[src/shared/irfu_pkg.sv]
// Purpose: Constants and types for the return and flag update unit
// Assumes: 4-bit data path, 12-bit program counter, 4-bit stack pointer word
// Notes:   Opcodes of the operation select port are local to this unit
package irfu_pkg;
    localparam int unsigned DATA_W  = 4;
    localparam int unsigned PC_W    = 12;
    localparam int unsigned SP_W    = 4;
    localparam int unsigned FLAG_W  = 3;
    // Stack entry: flags above the program counter
    localparam int unsigned STK_W   = FLAG_W + PC_W;
    localparam int unsigned STK_PC_LSB   = 0;
    localparam int unsigned STK_FLAG_LSB = PC_W;
    // Flag positions within a flag word
    localparam int unsigned FLAG_CF = 2;
    localparam int unsigned FLAG_ZF = 1;
    localparam int unsigned FLAG_SF = 0;
    // Reset values, then step constants
    localparam logic [PC_W-1:0]   PC_RST   = 12'h000;
    localparam logic [SP_W-1:0]   SP_RST   = 4'hF;
    localparam logic [FLAG_W-1:0] FLAG_RST = 3'h1;
    localparam logic [DATA_W-1:0] ACC_RST  = 4'h0;
    localparam logic [DATA_W-1:0] LREG_RST = 4'h0;
    localparam logic              IME_RST  = 1'b0;
    localparam logic [PC_W-1:0]   PC_STEP  = 12'h001;
    localparam logic [SP_W-1:0]   SP_STEP  = 4'h1;
    localparam logic [DATA_W-1:0] D_ONE    = 4'h1;

    // Operation classes presented by the decoder
    typedef enum logic [3:0] {
        IRFU_OP_NOP    = 4'h0,
        IRFU_OP_RETURN_FROM_INTERRUPT   = 4'h1,
        IRFU_OP_ADD    = 4'h2,
        IRFU_OP_SUB    = 4'h3,
        IRFU_OP_LOAD   = 4'h4,
        IRFU_OP_INCL   = 4'h5,
        IRFU_OP_DECL   = 4'h6,
        IRFU_OP_SHL    = 4'h7,
        IRFU_OP_SHR    = 4'h8,
        IRFU_OP_BRANCH = 4'h9,
        IRFU_OP_CALL   = 4'hA
    } irfu_op_t;

    // Source loaded into one flag
    typedef enum logic [2:0] {
        IRFU_FS_KEEP  = 3'h0,
        IRFU_FS_C     = 3'h1,
        IRFU_FS_NC    = 3'h2,
        IRFU_FS_NB    = 3'h3,
        IRFU_FS_Z     = 3'h4,
        IRFU_FS_NZ    = 3'h5,
        IRFU_FS_ONE   = 3'h6,
        IRFU_FS_ZERO  = 3'h7
    } irfu_fsel_t;

    typedef enum logic [1:0] {
        IRFU_ST_RUN  = 2'b00,
        IRFU_ST_POP  = 2'b01
    } irfu_state_t;
endpackage

[src/hw/irfu_core.sv]
// Purpose: Interrupt return sequencing and flag update for a 4-bit core
// Assumes: stack memory read is combinational on stk_addr
// Notes:   One instruction taken per enabled cycle when busy is low
// What this block does
// - Interrupt return: pre-increment pointer, then pop PC/flags
// - Interrupt return sets master interrupt enable
// - Add: carry from top result bit
// - Subtract: borrow from top bit, maybe inverted
// - Zero only when all four bits zero
// - Flags load selected source or keep
// - Zero flag follows value written to accumulator
// - L increment/decrement drives zero and status
// - Shift carry takes bit shifted out
// - Instruction sees next-instruction address as PC
// - Untaken branch sets status, goes next
`timescale 1ns/1ps
`default_nettype none
module irfu_core (
    input  wire logic                            clk,        // Core clock
    input  wire logic                            reset_n,    // Async reset, active low
    input  wire logic                            clk_en,     // Freezes all state except the reset release flops when low
    input  wire logic                            op_valid,   // Instruction presented
    input  wire irfu_pkg::irfu_op_t              op_code,    // Operation class
    input  wire irfu_pkg::irfu_fsel_t            cf_sel,     // Carry flag source
    input  wire irfu_pkg::irfu_fsel_t            zf_sel,     // Zero flag source
    input  wire irfu_pkg::irfu_fsel_t            sf_sel,     // Status flag source
    input  wire logic [irfu_pkg::DATA_W-1:0]     operand,    // Second ALU or load operand
    input  wire logic [irfu_pkg::PC_W-1:0]       target,     // Branch or call target
    input  wire logic [irfu_pkg::STK_W-1:0]      stk_rdata,  // Stack entry at stk_addr
    output logic [irfu_pkg::SP_W-1:0]            stk_addr,   // Stack pointer word
    output logic [irfu_pkg::STK_W-1:0]           stk_wdata,  // Entry to push
    output logic                                 stk_we,     // Stack write strobe
    output logic [irfu_pkg::PC_W-1:0]            pc,         // Program counter
    output logic [irfu_pkg::DATA_W-1:0]          acc,        // Accumulator register
    output logic [irfu_pkg::DATA_W-1:0]          lreg,       // L pointer register
    output logic                                 carry_flag, // Carry flag
    output logic                                 zero_flag,  // Zero flag
    output logic                                 status_flag,// Status flag
    output logic                                 int_enable, // Interrupt master enable
    output logic                                 busy        // Return pop in progress
);
    // ==========================================================
    // Reset release
    logic rst_meta_r;
    logic rst_sync_r;
    always_ff @(posedge clk or negedge reset_n) begin
        if (!reset_n) begin
            rst_meta_r <= 1'b0;
            rst_sync_r <= 1'b0;
        end else begin
            rst_meta_r <= 1'b1;
            rst_sync_r <= rst_meta_r;
        end
    end

    // ==========================================================
    // State
    typedef struct packed {
        irfu_pkg::irfu_state_t              st;
        logic [irfu_pkg::PC_W-1:0]          pc;
        logic [irfu_pkg::SP_W-1:0]          sp;
        logic [irfu_pkg::FLAG_W-1:0]        flags;
        logic [irfu_pkg::DATA_W-1:0]        acc;
        logic [irfu_pkg::DATA_W-1:0]        lreg;
        logic                               ime;
        logic [irfu_pkg::STK_W-1:0]         wdata;
        logic                               we;
    } irfu_core_state_t;

    irfu_core_state_t s_r;
    irfu_core_state_t s_nxt;

    function automatic logic pick_flag(input irfu_pkg::irfu_fsel_t sel, input logic old_v,
                                       input logic c, input logic b, input logic z);
        unique case (sel)
            irfu_pkg::IRFU_FS_KEEP: pick_flag = old_v;
            irfu_pkg::IRFU_FS_C:    pick_flag = c;
            irfu_pkg::IRFU_FS_NC:   pick_flag = ~c;
            irfu_pkg::IRFU_FS_NB:   pick_flag = ~b;
            irfu_pkg::IRFU_FS_Z:    pick_flag = z;
            irfu_pkg::IRFU_FS_NZ:   pick_flag = ~z;
            irfu_pkg::IRFU_FS_ONE:  pick_flag = 1'b1;
            irfu_pkg::IRFU_FS_ZERO: pick_flag = 1'b0;
        endcase
    endfunction

    // ==========================================================
    // Next state
    always_comb begin
        logic [irfu_pkg::DATA_W:0]   wide;
        logic [irfu_pkg::DATA_W-1:0] res;
        logic [irfu_pkg::PC_W-1:0]   pc_next;
        logic                        cy;
        logic                        bw;
        logic                        zd;
        logic                        wr_acc;
        logic                        wr_l;
        logic                        upd;
        wide    = '0;
        res     = '0;
        zd      = 1'b0;
        cy      = 1'b0;
        bw      = 1'b0;
        wr_acc  = 1'b0;
        wr_l    = 1'b0;
        upd     = 1'b0;
        s_nxt   = s_r;
        s_nxt.we = 1'b0;
        pc_next = s_r.pc + irfu_pkg::PC_STEP;
        unique case (op_code)
            irfu_pkg::IRFU_OP_ADD: begin
                wide   = {1'b0, s_r.acc} + {1'b0, operand};
                res    = wide[irfu_pkg::DATA_W-1:0];
                cy     = wide[irfu_pkg::DATA_W];
                wr_acc = 1'b1;
            end
            irfu_pkg::IRFU_OP_SUB: begin
                wide   = {1'b0, s_r.acc} - {1'b0, operand};
                res    = wide[irfu_pkg::DATA_W-1:0];
                bw     = wide[irfu_pkg::DATA_W];
                cy     = bw;
                wr_acc = 1'b1;
            end
            irfu_pkg::IRFU_OP_LOAD: begin
                res    = operand;
                wr_acc = 1'b1;
            end
            irfu_pkg::IRFU_OP_INCL: begin
                wide = {1'b0, s_r.lreg} + {1'b0, irfu_pkg::D_ONE};
                res  = wide[irfu_pkg::DATA_W-1:0];
                cy   = wide[irfu_pkg::DATA_W];
                wr_l = 1'b1;
            end
            irfu_pkg::IRFU_OP_DECL: begin
                wide = {1'b0, s_r.lreg} - {1'b0, irfu_pkg::D_ONE};
                res  = wide[irfu_pkg::DATA_W-1:0];
                cy   = wide[irfu_pkg::DATA_W];
                bw   = cy;
                wr_l = 1'b1;
            end
            irfu_pkg::IRFU_OP_SHL: begin
                res    = {s_r.acc[irfu_pkg::DATA_W-2:0], 1'b0};
                cy     = s_r.acc[irfu_pkg::DATA_W-1];
                wr_acc = 1'b1;
            end
            irfu_pkg::IRFU_OP_SHR: begin
                res    = {1'b0, s_r.acc[irfu_pkg::DATA_W-1:1]};
                cy     = s_r.acc[0];
                wr_acc = 1'b1;
            end
            default: begin
                res = s_r.acc;
            end
        endcase
        zd = (res == '0);

        if (s_r.st == irfu_pkg::IRFU_ST_POP) begin
            // Entry at the incremented pointer is read now
            s_nxt.pc    = stk_rdata[irfu_pkg::STK_PC_LSB +: irfu_pkg::PC_W];
            s_nxt.flags = stk_rdata[irfu_pkg::STK_FLAG_LSB +: irfu_pkg::FLAG_W];
            s_nxt.ime   = 1'b1;
            s_nxt.st    = irfu_pkg::IRFU_ST_RUN;
        end else if (op_valid) begin
            upd = 1'b1;
            s_nxt.pc = pc_next;
            unique case (op_code)
                irfu_pkg::IRFU_OP_RETURN_FROM_INTERRUPT: begin
                    // Pointer moves first so the pop reads the new entry
                    s_nxt.sp = s_r.sp + irfu_pkg::SP_STEP;
                    s_nxt.st = irfu_pkg::IRFU_ST_POP;
                    upd      = 1'b0;
                end
                irfu_pkg::IRFU_OP_BRANCH: begin
                    upd = 1'b0;
                    if (s_r.flags[irfu_pkg::FLAG_SF]) begin
                        s_nxt.pc = target;
                    end else begin
                        s_nxt.flags[irfu_pkg::FLAG_SF] = 1'b1;
                    end
                end
                irfu_pkg::IRFU_OP_CALL: begin
                    upd         = 1'b0;
                    s_nxt.wdata = {s_r.flags, pc_next};
                    s_nxt.we    = 1'b1;
                    s_nxt.sp    = s_r.sp - irfu_pkg::SP_STEP;
                    s_nxt.pc    = target;
                end
                irfu_pkg::IRFU_OP_NOP: begin
                    upd = 1'b0;
                end
                default: begin
                    if (wr_acc) begin
                        s_nxt.acc = res;
                    end
                    if (wr_l) begin
                        s_nxt.lreg = res;
                    end
                end
            endcase
            if (upd) begin
                s_nxt.flags[irfu_pkg::FLAG_CF] = pick_flag(cf_sel, s_r.flags[irfu_pkg::FLAG_CF], cy, bw, zd);
                s_nxt.flags[irfu_pkg::FLAG_ZF] = pick_flag(zf_sel, s_r.flags[irfu_pkg::FLAG_ZF], cy, bw, zd);
                s_nxt.flags[irfu_pkg::FLAG_SF] = pick_flag(sf_sel, s_r.flags[irfu_pkg::FLAG_SF], cy, bw, zd);
            end
        end
    end

    always_ff @(posedge clk or negedge rst_sync_r) begin
        if (!rst_sync_r) begin
            s_r.st    <= irfu_pkg::IRFU_ST_RUN;
            s_r.pc    <= irfu_pkg::PC_RST;
            s_r.sp    <= irfu_pkg::SP_RST;
            s_r.flags <= irfu_pkg::FLAG_RST;
            s_r.acc   <= irfu_pkg::ACC_RST;
            s_r.lreg  <= irfu_pkg::LREG_RST;
            s_r.ime   <= irfu_pkg::IME_RST;
            s_r.wdata <= '0;
            s_r.we    <= 1'b0;
        end else if (clk_en) begin
            s_r <= s_nxt;
        end
    end

    // ==========================================================
    // Outputs straight from state
    assign stk_addr    = s_r.sp;
    assign stk_wdata   = s_r.wdata;
    assign stk_we      = s_r.we;
    assign pc          = s_r.pc;
    assign acc         = s_r.acc;
    assign lreg        = s_r.lreg;
    assign carry_flag  = s_r.flags[irfu_pkg::FLAG_CF];
    assign zero_flag   = s_r.flags[irfu_pkg::FLAG_ZF];
    assign status_flag = s_r.flags[irfu_pkg::FLAG_SF];
    assign int_enable  = s_r.ime;
    assign busy        = (s_r.st == irfu_pkg::IRFU_ST_POP);
endmodule // irfu_core
`default_nettype wire

[config.mk]
export PLATFORM = sky130hd
export DESIGN_NAME = irfu_core
export DESIGN_NICKNAME = d
export VERILOG_FILES = /design/src/shared/irfu_pkg.sv /design/src/hw/irfu_core.sv
export SDC_FILE = /design/constraint.sdc
export NUM_CORES = 1
export LEC_CHECK = 0
export ABC_AREA = 1
export BUFFER_PORTS_ARGS = -buffer_cell sky130_fd_sc_hd__buf_2
export CAP_MARGIN = 20
export CORE_UTILIZATION = 45
export CTS_CLUSTER_DIAMETER = 150
export DETAILED_ROUTE_END_ITERATION = 8
export GPL_TIMING_DRIVEN = 0
export PLACE_DENSITY = 0.73
export SYNTH_ARGS = -nofsm -noshare
export SYNTH_HDL_FRONTEND = slang
export SYNTH_SLANG_ARGS = --single-unit
[constraint.sdc]
create_clock -name clk -period 1.4 [get_ports clk]
set_clock_uncertainty 0.1 [all_clocks]
set_input_delay 0.28 -clock clk [delete_from_list [all_inputs] [get_ports clk]]
set_output_delay 0.28 -clock clk [all_outputs]
set_load 0.01 [all_outputs]
* Word level (Yosys, flattened, before mapping)
Cells that the tools add are included.
Storage, ports and cells: bits in registers 48, input port bits 48, output and inout bits 45, word-level logic and storage cells 109
Cells by class: add/sub/neg operators 7, eq/ne operators 35, muxes and demuxes 26, bitwise logic cells 5, reduce and logical (&&, ||, !) cells 23
Operators with widths (number):
- equality test 3 bit, second input constant | 12
- two-way mux 29 bit | 1
- one-hot mux 4 bit (7 select lines) | 1
- one-hot mux 12 bit (2 select lines) | 1
- one-hot mux 1 bit (7 select lines) | 3
- AND reduction 4 bit | 5
- equality test 3 x 2 -> 1 bit, second input constant | 6
- equality test 4 x 3 -> 1 bit, second input constant | 4
- two-way mux 14 bit | 1
- adder 12 x 1 -> 12 bit, second input constant | 1
- equality test 4 bit, second input constant | 3
- two-way mux 12 bit | 1
- AND reduction 5 bit | 2
- equality test 3 x 1 -> 1 bit, second input constant | 3
- zero test 3 bit | 3
- two-way mux 1 bit | 9
- equality test 4 x 2 -> 1 bit, second input constant | 2
- zero test 4 bit | 2
- two-way mux 4 bit | 2
- two-way mux 8 bit | 1
- one-hot mux 4 bit (2 select lines) | 1
- nonzero test 2 bit | 4
- two-way mux 3 bit | 2
- one-hot mux 1 bit (6 select lines) | 1
- other kinds (19) | 25

* Logic depth before layout (Yosys ltp)
Gate-level depths: netlist (run 1).
depth after elaboration 8, depth in mapped cells 20

* Worst setup path after synthesis (run 1)
OpenSTA, ideal clock, no wires.
path type register to register, start register acc[0] (netlist name), end register s_r, in the netlist status_flag, library setup time 0.082 ns, arrival time 2.041 ns, data required time 1.218 ns, path slack -0.823 ns, stages on the path, launching flop included 18, buffers on the path 0, clock period less this slack 2.223 ns, cell sequence dfrtp_1 inv_1 ha_1 fa_1 xor2_1 nor2_1 nor2_1 nand2_1 nor2_2 nand2_2 nor2_4 nand2_2 nand2_1 nand3_1 nand2_1 nand2_1 nand2_1 a21oi_2
Between the ends: longest elaborated chain between the ends 8, elaborated cells between the ends (all ways) 13
RTL lines:
- subtractor 4 x 4 -> 5 bit / adder 4 x 4 -> 5 bit (equally long branches) | RTL line irfu_core.sv:118, irfu_core.sv:112
- one-hot mux 4 bit (7 select lines) | RTL line irfu_core.sv:110 | unique case (op_code)
- zero test 4 bit | RTL line irfu_core.sv:155 | zd = (res == '0);
- inverter 1 bit | RTL line irfu_core.sv:81 | irfu_pkg::IRFU_FS_NZ: pick_flag = ~z;
- one-hot mux 1 bit (7 select lines) (*) | RTL line irfu_core.sv:75 | unique case (sel)
- two-way mux 3 bit (*) | RTL line irfu_core.sv:200 | if (upd) begin
- two-way mux 29 bit (*) | RTL line irfu_core.sv:163 | end else if (op_valid) begin
- two-way mux 3 bit (*) | RTL line irfu_core.sv:157 | if (s_r.st == irfu_pkg::IRFU_ST_POP) begin
- end signal, assigned | RTL line irfu_core.sv:220 | s_r <= s_nxt;
- end, declared | RTL line irfu_core.sv:70 | irfu_core_state_t s_r;
Mark *: on every way between the ends. The rest lies on a longest branch, timed or not. The select of a mux whose other input is x is not followed. A chain may end at the register's enable or synchronous reset.

* Worst setup path after layout (run 1)
start register acc[0] (netlist name), end register s_r, in the netlist status_flag
Between the ends: longest elaborated chain between the ends 8, elaborated cells between the ends (all ways) 13
RTL lines (RTL line):
- subtractor 4 x 4 -> 5 bit / adder 4 x 4 -> 5 bit (equally long branches) | irfu_core.sv:118, irfu_core.sv:112
- one-hot mux 4 bit (7 select lines) | irfu_core.sv:110
- zero test 4 bit | irfu_core.sv:155
- inverter 1 bit | irfu_core.sv:81
- one-hot mux 1 bit (7 select lines) (*) | irfu_core.sv:75
- two-way mux 3 bit (*) | irfu_core.sv:200
- two-way mux 29 bit (*) | irfu_core.sv:163
- two-way mux 3 bit (*) | irfu_core.sv:157
Marked as above.

==> flow_summary.yaml, run 1 <==
run_status:
  status: "finished, violations left"
  failed_checks: "negative hold slack, negative setup slack"
die:
  rows: 32
  boundaryPins: 93
  dieHeight_um: 92.23
  core_area_um2: 7807
  start_util: 0.4692
  die-area_um2: 8506
  die_w_um: 92.23
setup_path:
  crit_top_cell: "nand2_1"
  crit_chain: "ha_4 -> inv_2 -> fa_2 -> nor2_4 -> nor2_2 -> nand2_1 -> nand2_1 -> nor2_1 -> nand2_1 -> nor2_4 -> nand2_2 -> nor2_4 -> nand2_2 -> nand2_1 -> nand3_1 -> nand2_1 -> nand2_1 -> nand2_1 -> a21oi_2"
  worstPathRequired_ps: 1540
  cp.arrival_ps: 2510
  cp_max_fo: 4
  max_stage_delay_ps: 420
  start_kind: "flip-flop"
  criticalPathCategory: "flip-flop to flip-flop"
  slowest_stage: "dfrtp_2"
  rr_startpoint: "acc[0]"
  end_kind: "flip-flop"
  crit_path_start: "acc[0]"
cts:
  cts.sinks: 47
  clockBufferDepth: 2
  clk_latency_ps: 310
  clk_transition_reported_paths_ps: 100
  cts_buffers: 5
  root_buffer: "clkbuf_8"
  cts_tree: "yes"
  h-tree-depth: 2
placed_design:
  hpwl_mm: 7.638
  gp_congestion: 0.9287
  numPortBuffers: 91
  place_area_um2: 4397
global_routing:
  use_met3: 0.04478
  gr-total-overflow: 0
  grt.busiest_layer: "met2"
  grt_max_degree: 46
  met2_usage: 0.4521
  grt_pass1_wl_mm: 18.08
  grt_use_met1: 0.3618
  grt_pass1_vias: 3843
  grt_antenna_before_repair: 0
  grt_usage: 0.2698
routing:
  route.detailed.wl_per_inst_um: 15.65
  drtIter0Drc: 237
  route.detailed.drc: 0
  vias: 4069
  avgViaCountPerCell: 5.244
  ant_nets: 0
  wl_mm: 12.14
  drtPass1Iterations: 5
synth:
  ys_types: 39
  seq_area_frac_synth: 0.3227
  synth_area_leaders: "dfrtp_1, nand2_1, buf_4"
  synth.cells.most_frequent: "nand2_1, inv_1, nor2_1, dfrtp_1, buf_4"
  synth-async-reset-ratio: 1.000
  synth_fp_nets: 583
  yosys.cell_count.top_type: "nand2_1"
  synth_ff_type: "dfrtp_1"
  synth_cells: 519
  synth_top_cell_area_share: 0.2869
  synth-edff-count: 0
  ys_warn_count: 0
  avgSynthCellArea_um2: 7.059
  syn-cell-area_um2: 3664
  yosysTopAreaCell: "dfrtp_1"
  ys_ff_latch: 47
sta:
  fmax_ghz: 0.4217
  setup_viol: 49
  hold_ws_ps: -20.14
  post-route-period-util: 1.694
  setup_slack_ps: -971.2
  rsz0062_at_grt: "true"
  period_minus_slack_ps: 2371
  hold_violations: 5
  finalMaxSlewViolations: 0
layout:
  stdcell_area_um2: 5642
  nNetsFinal: 737
  area_growth_pct: 54.00
  regArea_um2: 1202
  final_util: 0.7226
  n_antenna_cell: 0
  drive_above_1_share: 0.4941
  fillers: 582
  multi_input_comb_area_um2: 2352
power:
  switchingPower_w: 0.002966
  peakVddDrop_uv: 882.0
  combPwrFrac: 0.591
  p_int_w: 0.004517
  swShare: 0.3964
  p_leak_nw: 2.828
  p_seq_frac: 0.294
  power_density_nw_per_um2: 1326
  p_clk_frac: 0.115
job:
  maxCapViolations: 0
worst_hold_path:
  hp-class: "flip-flop to asynchronous set/reset pin"
==> metal layers <==
| layer | part of all wire | vias to the layer above |
|---|---|---|
| met5 | 0 | - |
| met4 | 0.023 | 0 |
| met3 | 0.060 | 25 |
| met2 | 0.50 | 165 |
| met1 | 0.42 | 1938 |
| li1 | - | 1941 |
==> worst max-delay path: cells and delay by family, from the launching register on <==
family                   cells  cell delay (ps)
AO/OA/AOI/OAI                1               50
adder cells (fa/ha/maj)      2              500
buffers and inverters        1               40
flip-flops                   1              420
AND/OR/NAND/NOR             15             1210
==> cell families after synthesis <==
logic type / share of synthesized area
muxes: 0.003074
DFF: 0.3227
and+or+nand+nor: 0.2862
xor gates and xnor gates: 0.02630
AOI/OAI and AO/OA: 0.1428
adders and majority gates: 0.06079
other: 0.001024
buffers and inverters: 0.1571
==> layout by cell type (no fill, tap or decap), drive strengths merged, types with 13 or more instances in the layout <==
| master | synthesis | routed |
|---|---|---|
| buf | 41 | 190 |
| nand2 | 131 | 131 |
| nor2 | 62 | 62 |
| inv | 59 | 60 |
| dfrtp | 42 | 42 |
| a21oi | 35 | 35 |
| nand3 | 30 | 30 |
| o21ai | 30 | 30 |
| o211ai | 14 | 14 |
| clkbuf | 10 | 13 |
| ha | 13 | 13 |
==> state kept, by name, indices dropped and copies added, names as in the netlist <==
signal / flops
rst_sync_r: 1
carry_flag: 1
stk_we: 1
lreg: 4
s_r: 1
stk_addr: 4
pc: 12
rst_meta_r: 1
stk_wdata: 15
acc: 4
int_enable: 1
status_flag: 1
zero_flag: 1
==> layout make-up <==
class	instances	area share
buffer	43	0.07097
clock buffer	6	0.01286
clock inverter	2	0.002440
inverter	61	0.04214
multi-input combinational	360	0.4169
sequential	47	0.2131
tap	102	0.02262
timing repair buffer	155	0.2189
==> power by group through the flow <==
stage,combinational [W],clock (W),sequential (W)
after floorplan,0.00212,0,0.00210
after global placement,0.00277,0,0.00221
after detailed placement,0.00286,0,0.00222
after CTS,0.00388,0.000855,0.00221
after global routing,0.00482,0.000912,0.00225
final,0.00442,0.000857,0.00220
==> worst paths after layout <==
path	to	slack [ps]	cells after the start
worst max-delay path	status_flag	-970	19
worst min-delay path	pc[10]	-20	0
worst max register to register	status_flag	-970	19
worst min register to register	pc[10]	-20	0
max in group asynchronous	stk_addr[0]	690	1
min in group clk	s_r[44]	100	2
==> repair_timing <==
action / in CTS / in global routing
cloned: 0 / 1
setup buffers: 43 / 29
pin swaps: 27 / 30
hold endpoints to repair: 2 / 0
resized for setup: 114 / 76
hold buffers: 1 / 0
setup endpoints to repair: 61 / 63
==> through the flow <==
stage / cells / hold WS, ps / setup WS [ps] / power, W / setup TNS (ps)
floorplan: 519 / -115.6 / -754.7 / 0.004212 / -5632
CTS: 761 / 99.78 / -958.4 / 0.006944 / -12100
detailed placement: 712 / -33.92 / -1180 / 0.005079 / -18370
finish: 776 / -20.14 / -971.2 / 0.007483 / -13520
global route: 776 / 4.782 / -1102 / 0.007982 / -16850
global placement: 712 / -33.76 / -1106 / 0.004983 / -17070
(Power assumes the default switching activity.)
==> run 2, diff against run 1 <==
--- a/config.mk
+++ b/config.mk
@@ -5,14 +5,13 @@
 export SDC_FILE = /design/constraint.sdc
 export NUM_CORES = 1
 export LEC_CHECK = 0
-export ABC_AREA = 1
 export BUFFER_PORTS_ARGS = -buffer_cell sky130_fd_sc_hd__buf_2
 export CAP_MARGIN = 20
-export CORE_UTILIZATION = 45
+export CORE_UTILIZATION = 46
 export CTS_CLUSTER_DIAMETER = 150
 export DETAILED_ROUTE_END_ITERATION = 8
 export GPL_TIMING_DRIVEN = 0
-export PLACE_DENSITY = 0.73
+export PLACE_DENSITY = 0.74
 export SYNTH_ARGS = -nofsm -noshare
 export SYNTH_HDL_FRONTEND = slang
 export SYNTH_SLANG_ARGS = --single-unit
==> run 2 against run 1 <==
- the flow finishes with violations (negative setup slack)
- highest routed layer unchanged
- non-clock buffer count grew 23
- via count grew 2.0%
- power grew 7.5%
==> flow_summary.yaml, run 2 <==
global_routing:
  grt_usage: 0.2869
  grt_antenna_before_repair: 0
  grt_max_degree: 46
  grt_pass1_vias: 3889
  gr-total-overflow: 0
  grt_pass1_wl_mm: 19.22
synth:
  synth_ff_type: "dfrtp_1"
  ys_types: 76
  synth-async-reset-ratio: 1.000
  avgSynthCellArea_um2: 8.628
  ys_ff_latch: 47
  synth-edff-count: 0
  synth_top_cell_area_share: 0.2769
  synth_fp_nets: 504
  synth_cells: 440
  yosys.cell_count.top_type: "nand2_1"
  seq_area_frac_synth: 0.3115
  ys_warn_count: 0
  yosysTopAreaCell: "dfrtp_1"
  synth_area_leaders: "dfrtp_1, buf_4, o21ai_0"
  syn-cell-area_um2: 3796
  synth.cells.most_frequent: "nand2_1, buf_4, o21ai_0, dfrtp_1, nor2_1"
cts:
  clk_transition_reported_paths_ps: 100
  h-tree-depth: 2
  root_buffer: "clkbuf_8"
  clk_latency_ps: 310
  clockBufferDepth: 2
  cts_tree: "yes"
  cts.sinks: 47
  cts_buffers: 5
die:
  boundaryPins: 93
  rows: 32
  dieHeight_um: 92.85
  core_area_um2: 7848
  die_w_um: 92.85
  start_util: 0.4837
  die-area_um2: 8620
placed_design:
  gp_congestion: 0.9461
  hpwl_mm: 7.993
  numPortBuffers: 90
  pre_cts_ws_ps: -1277
run_status:
  failed_checks: "negative setup slack"
  status: "finished, violations left"
setup_path:
  criticalPathCategory: "flip-flop to flip-flop"
  start_kind: "flip-flop"
  critPathBufInv: 1
  end_kind: "flip-flop"
  r2r_end: "carry_flag"
  cp_max_fo: 4
  r2r_cells: 10
  cp_top_family: "compound AO/OA/AOI/OAI gates"
  worstPathRequired_ps: 1490
  rr_startpoint: "acc[0]"
  r2r_slack_ps: -1180
  slowest_stage: "fa_2"
  cp.arrival_ps: 2670
  crit_chain: "ha_4 -> inv_2 -> fa_2 -> mux2i_1 -> a32oi_1 -> nor2_2 -> o32ai_4 -> o2111a_2 -> o2111ai_1 -> and3b_1"
  max_stage_delay_ps: 520
worst_hold_path:
  hp-class: "input port to flip-flop"
  hold_depth: 3
  hold_end: "pc[7]"
  hold_path_startpoint: "stk_rdata[7]"
sta:
  rsz0062_at_grt: "true"
  post-route-period-util: 1.840
  setup_slack_ps: -1176
  worstMarginPinSlew_ps: 571.3
  worst_slew_margin_rel: 0.6191
  hold_violations: 0
  fmax_ghz: 0.3882
  setup_viol: 63
  period_minus_slack_ps: 2576
  finalMaxSlewViolations: 0
job:
  maxCapViolations: 0
layout:
  final_cell_mix: "buf_2, buf_4, buf_6, nand2_1, dfrtp_1"
  nNetsFinal: 672
  final_common_cell: "buf_2"
  largest_register_ffs: 15
  drive_above_1_share: 0.5632
  area_growth_pct: 58.64
  n_antenna_cell: 0
routing:
  vias: 4152
  drtIter0Drc: 256
  route.detailed.wl_per_inst_um: 19.37
  ant_nets: 0
  wl_mm: 13.77
  drtPass1Iterations: 5
  route.detailed.drc: 0
  avgViaCountPerCell: 5.840
power:
  totalPowerFinal_w: 0.008046
  power_density_nw_per_um2: 1336
  p_leak_nw: 2.805
  peakVddDrop_uv: 924.1
==> run 2: layer usage <==
metal	up-vias	share of wire	GRT usage
met2	253	0.51	0.5006
li1	1865	-	-
met1	1970	0.37	0.3435
met3	64	0.069	0.06158
met5	-	0	0
met4	0	0.049	0.1090
==> run 2: final cells by class <==
| cell class | count | area (um2) |
|---|---|---|
| Multi-Input combinational cell | 313 | 2660 |
| Clock inverter | 2 | 38.79 |
| Tap cell | 102 | 127.6 |
| Timing Repair Buffer | 167 | 1326 |
| Inverter | 20 | 77.57 |
| Sequential cell | 47 | 1196 |
| Fill cell | 521 | 1826 |
| Buffer | 54 | 513.0 |
| Clock buffer | 6 | 82.58 |
==> run 2: repair_timing <==
item	4_1_cts	5_1_grt
setup buffers	40	33
hold endpoints to repair	2	1
hold buffers	1	2
pin swaps	32	30
resized for setup	119	75
gates cloned	5	0
setup endpoints to repair	64	70
==> run 2: metrics by stage <==
stage / hold WS (ps) / TNS (ps) / instance area, um2 / instances / util
final: 142.2 / -18830 / 6022 / 711 / 0.7674
after global placement: -34.90 / -23080 / 4566 / 632 / 0.5818
after floorplan: -115.6 / -10840 / 3988 / 440 / -
after detailed placement: -32.48 / -23980 / 4566 / 632 / 0.5818
after global routing: 164.6 / -21410 / 6022 / 711 / 0.7674
after CTS: 153.8 / -14730 / 5497 / 685 / 0.7004
==> run 2: logic make-up after synthesis <==
| group | synth area share |
|---|---|
| xor gates and xnor gates | 0.04384 |
| other | 0.0009878 |
| DFF | 0.3115 |
| muxes | 0.03725 |
| and+or+nand+nor | 0.1922 |
| AOI/OAI and AO/OA | 0.2264 |
| adders and majority gates | 0.05867 |
| buffers and inverters | 0.1292 |
==> run 2: worst max-delay path by stage <==
| stage | from | endpoint | slack [ps] | cells past startpoint |
|---|---|---|---|---|
| floorplan | acc[0] | zero_flag | -960 | 10 |
| global placement | acc[0] | zero_flag | -1250 | 10 |
| detailed placement | acc[0] | zero_flag | -1280 | 10 |
| CTS | acc[0] | carry_flag | -1170 | 10 |
| global route | acc[0] | carry_flag | -1320 | 10 |
| finish | acc[0] | carry_flag | -1180 | 10 |
==> run 2: power breakdown <==
part | switching [W] | internal (W) | total [W]
clock network | 0.000489 | 0.000588 | 0.00108
registers | 0.000433 | 0.00175 | 0.00218
logic | 0.00216 | 0.00263 | 0.00479
==> run 2: worst reg2reg max path, delay by kind of cell (launching register included) <==
family | cells | cell delay (ps)
muxes | 1 | 70
buffers and inverters | 1 | 30
AOI/OAI and AO/OA | 4 | 850
adders and majority gates | 2 | 680
and+or+nand+nor | 2 | 280
DFF | 1 | 440
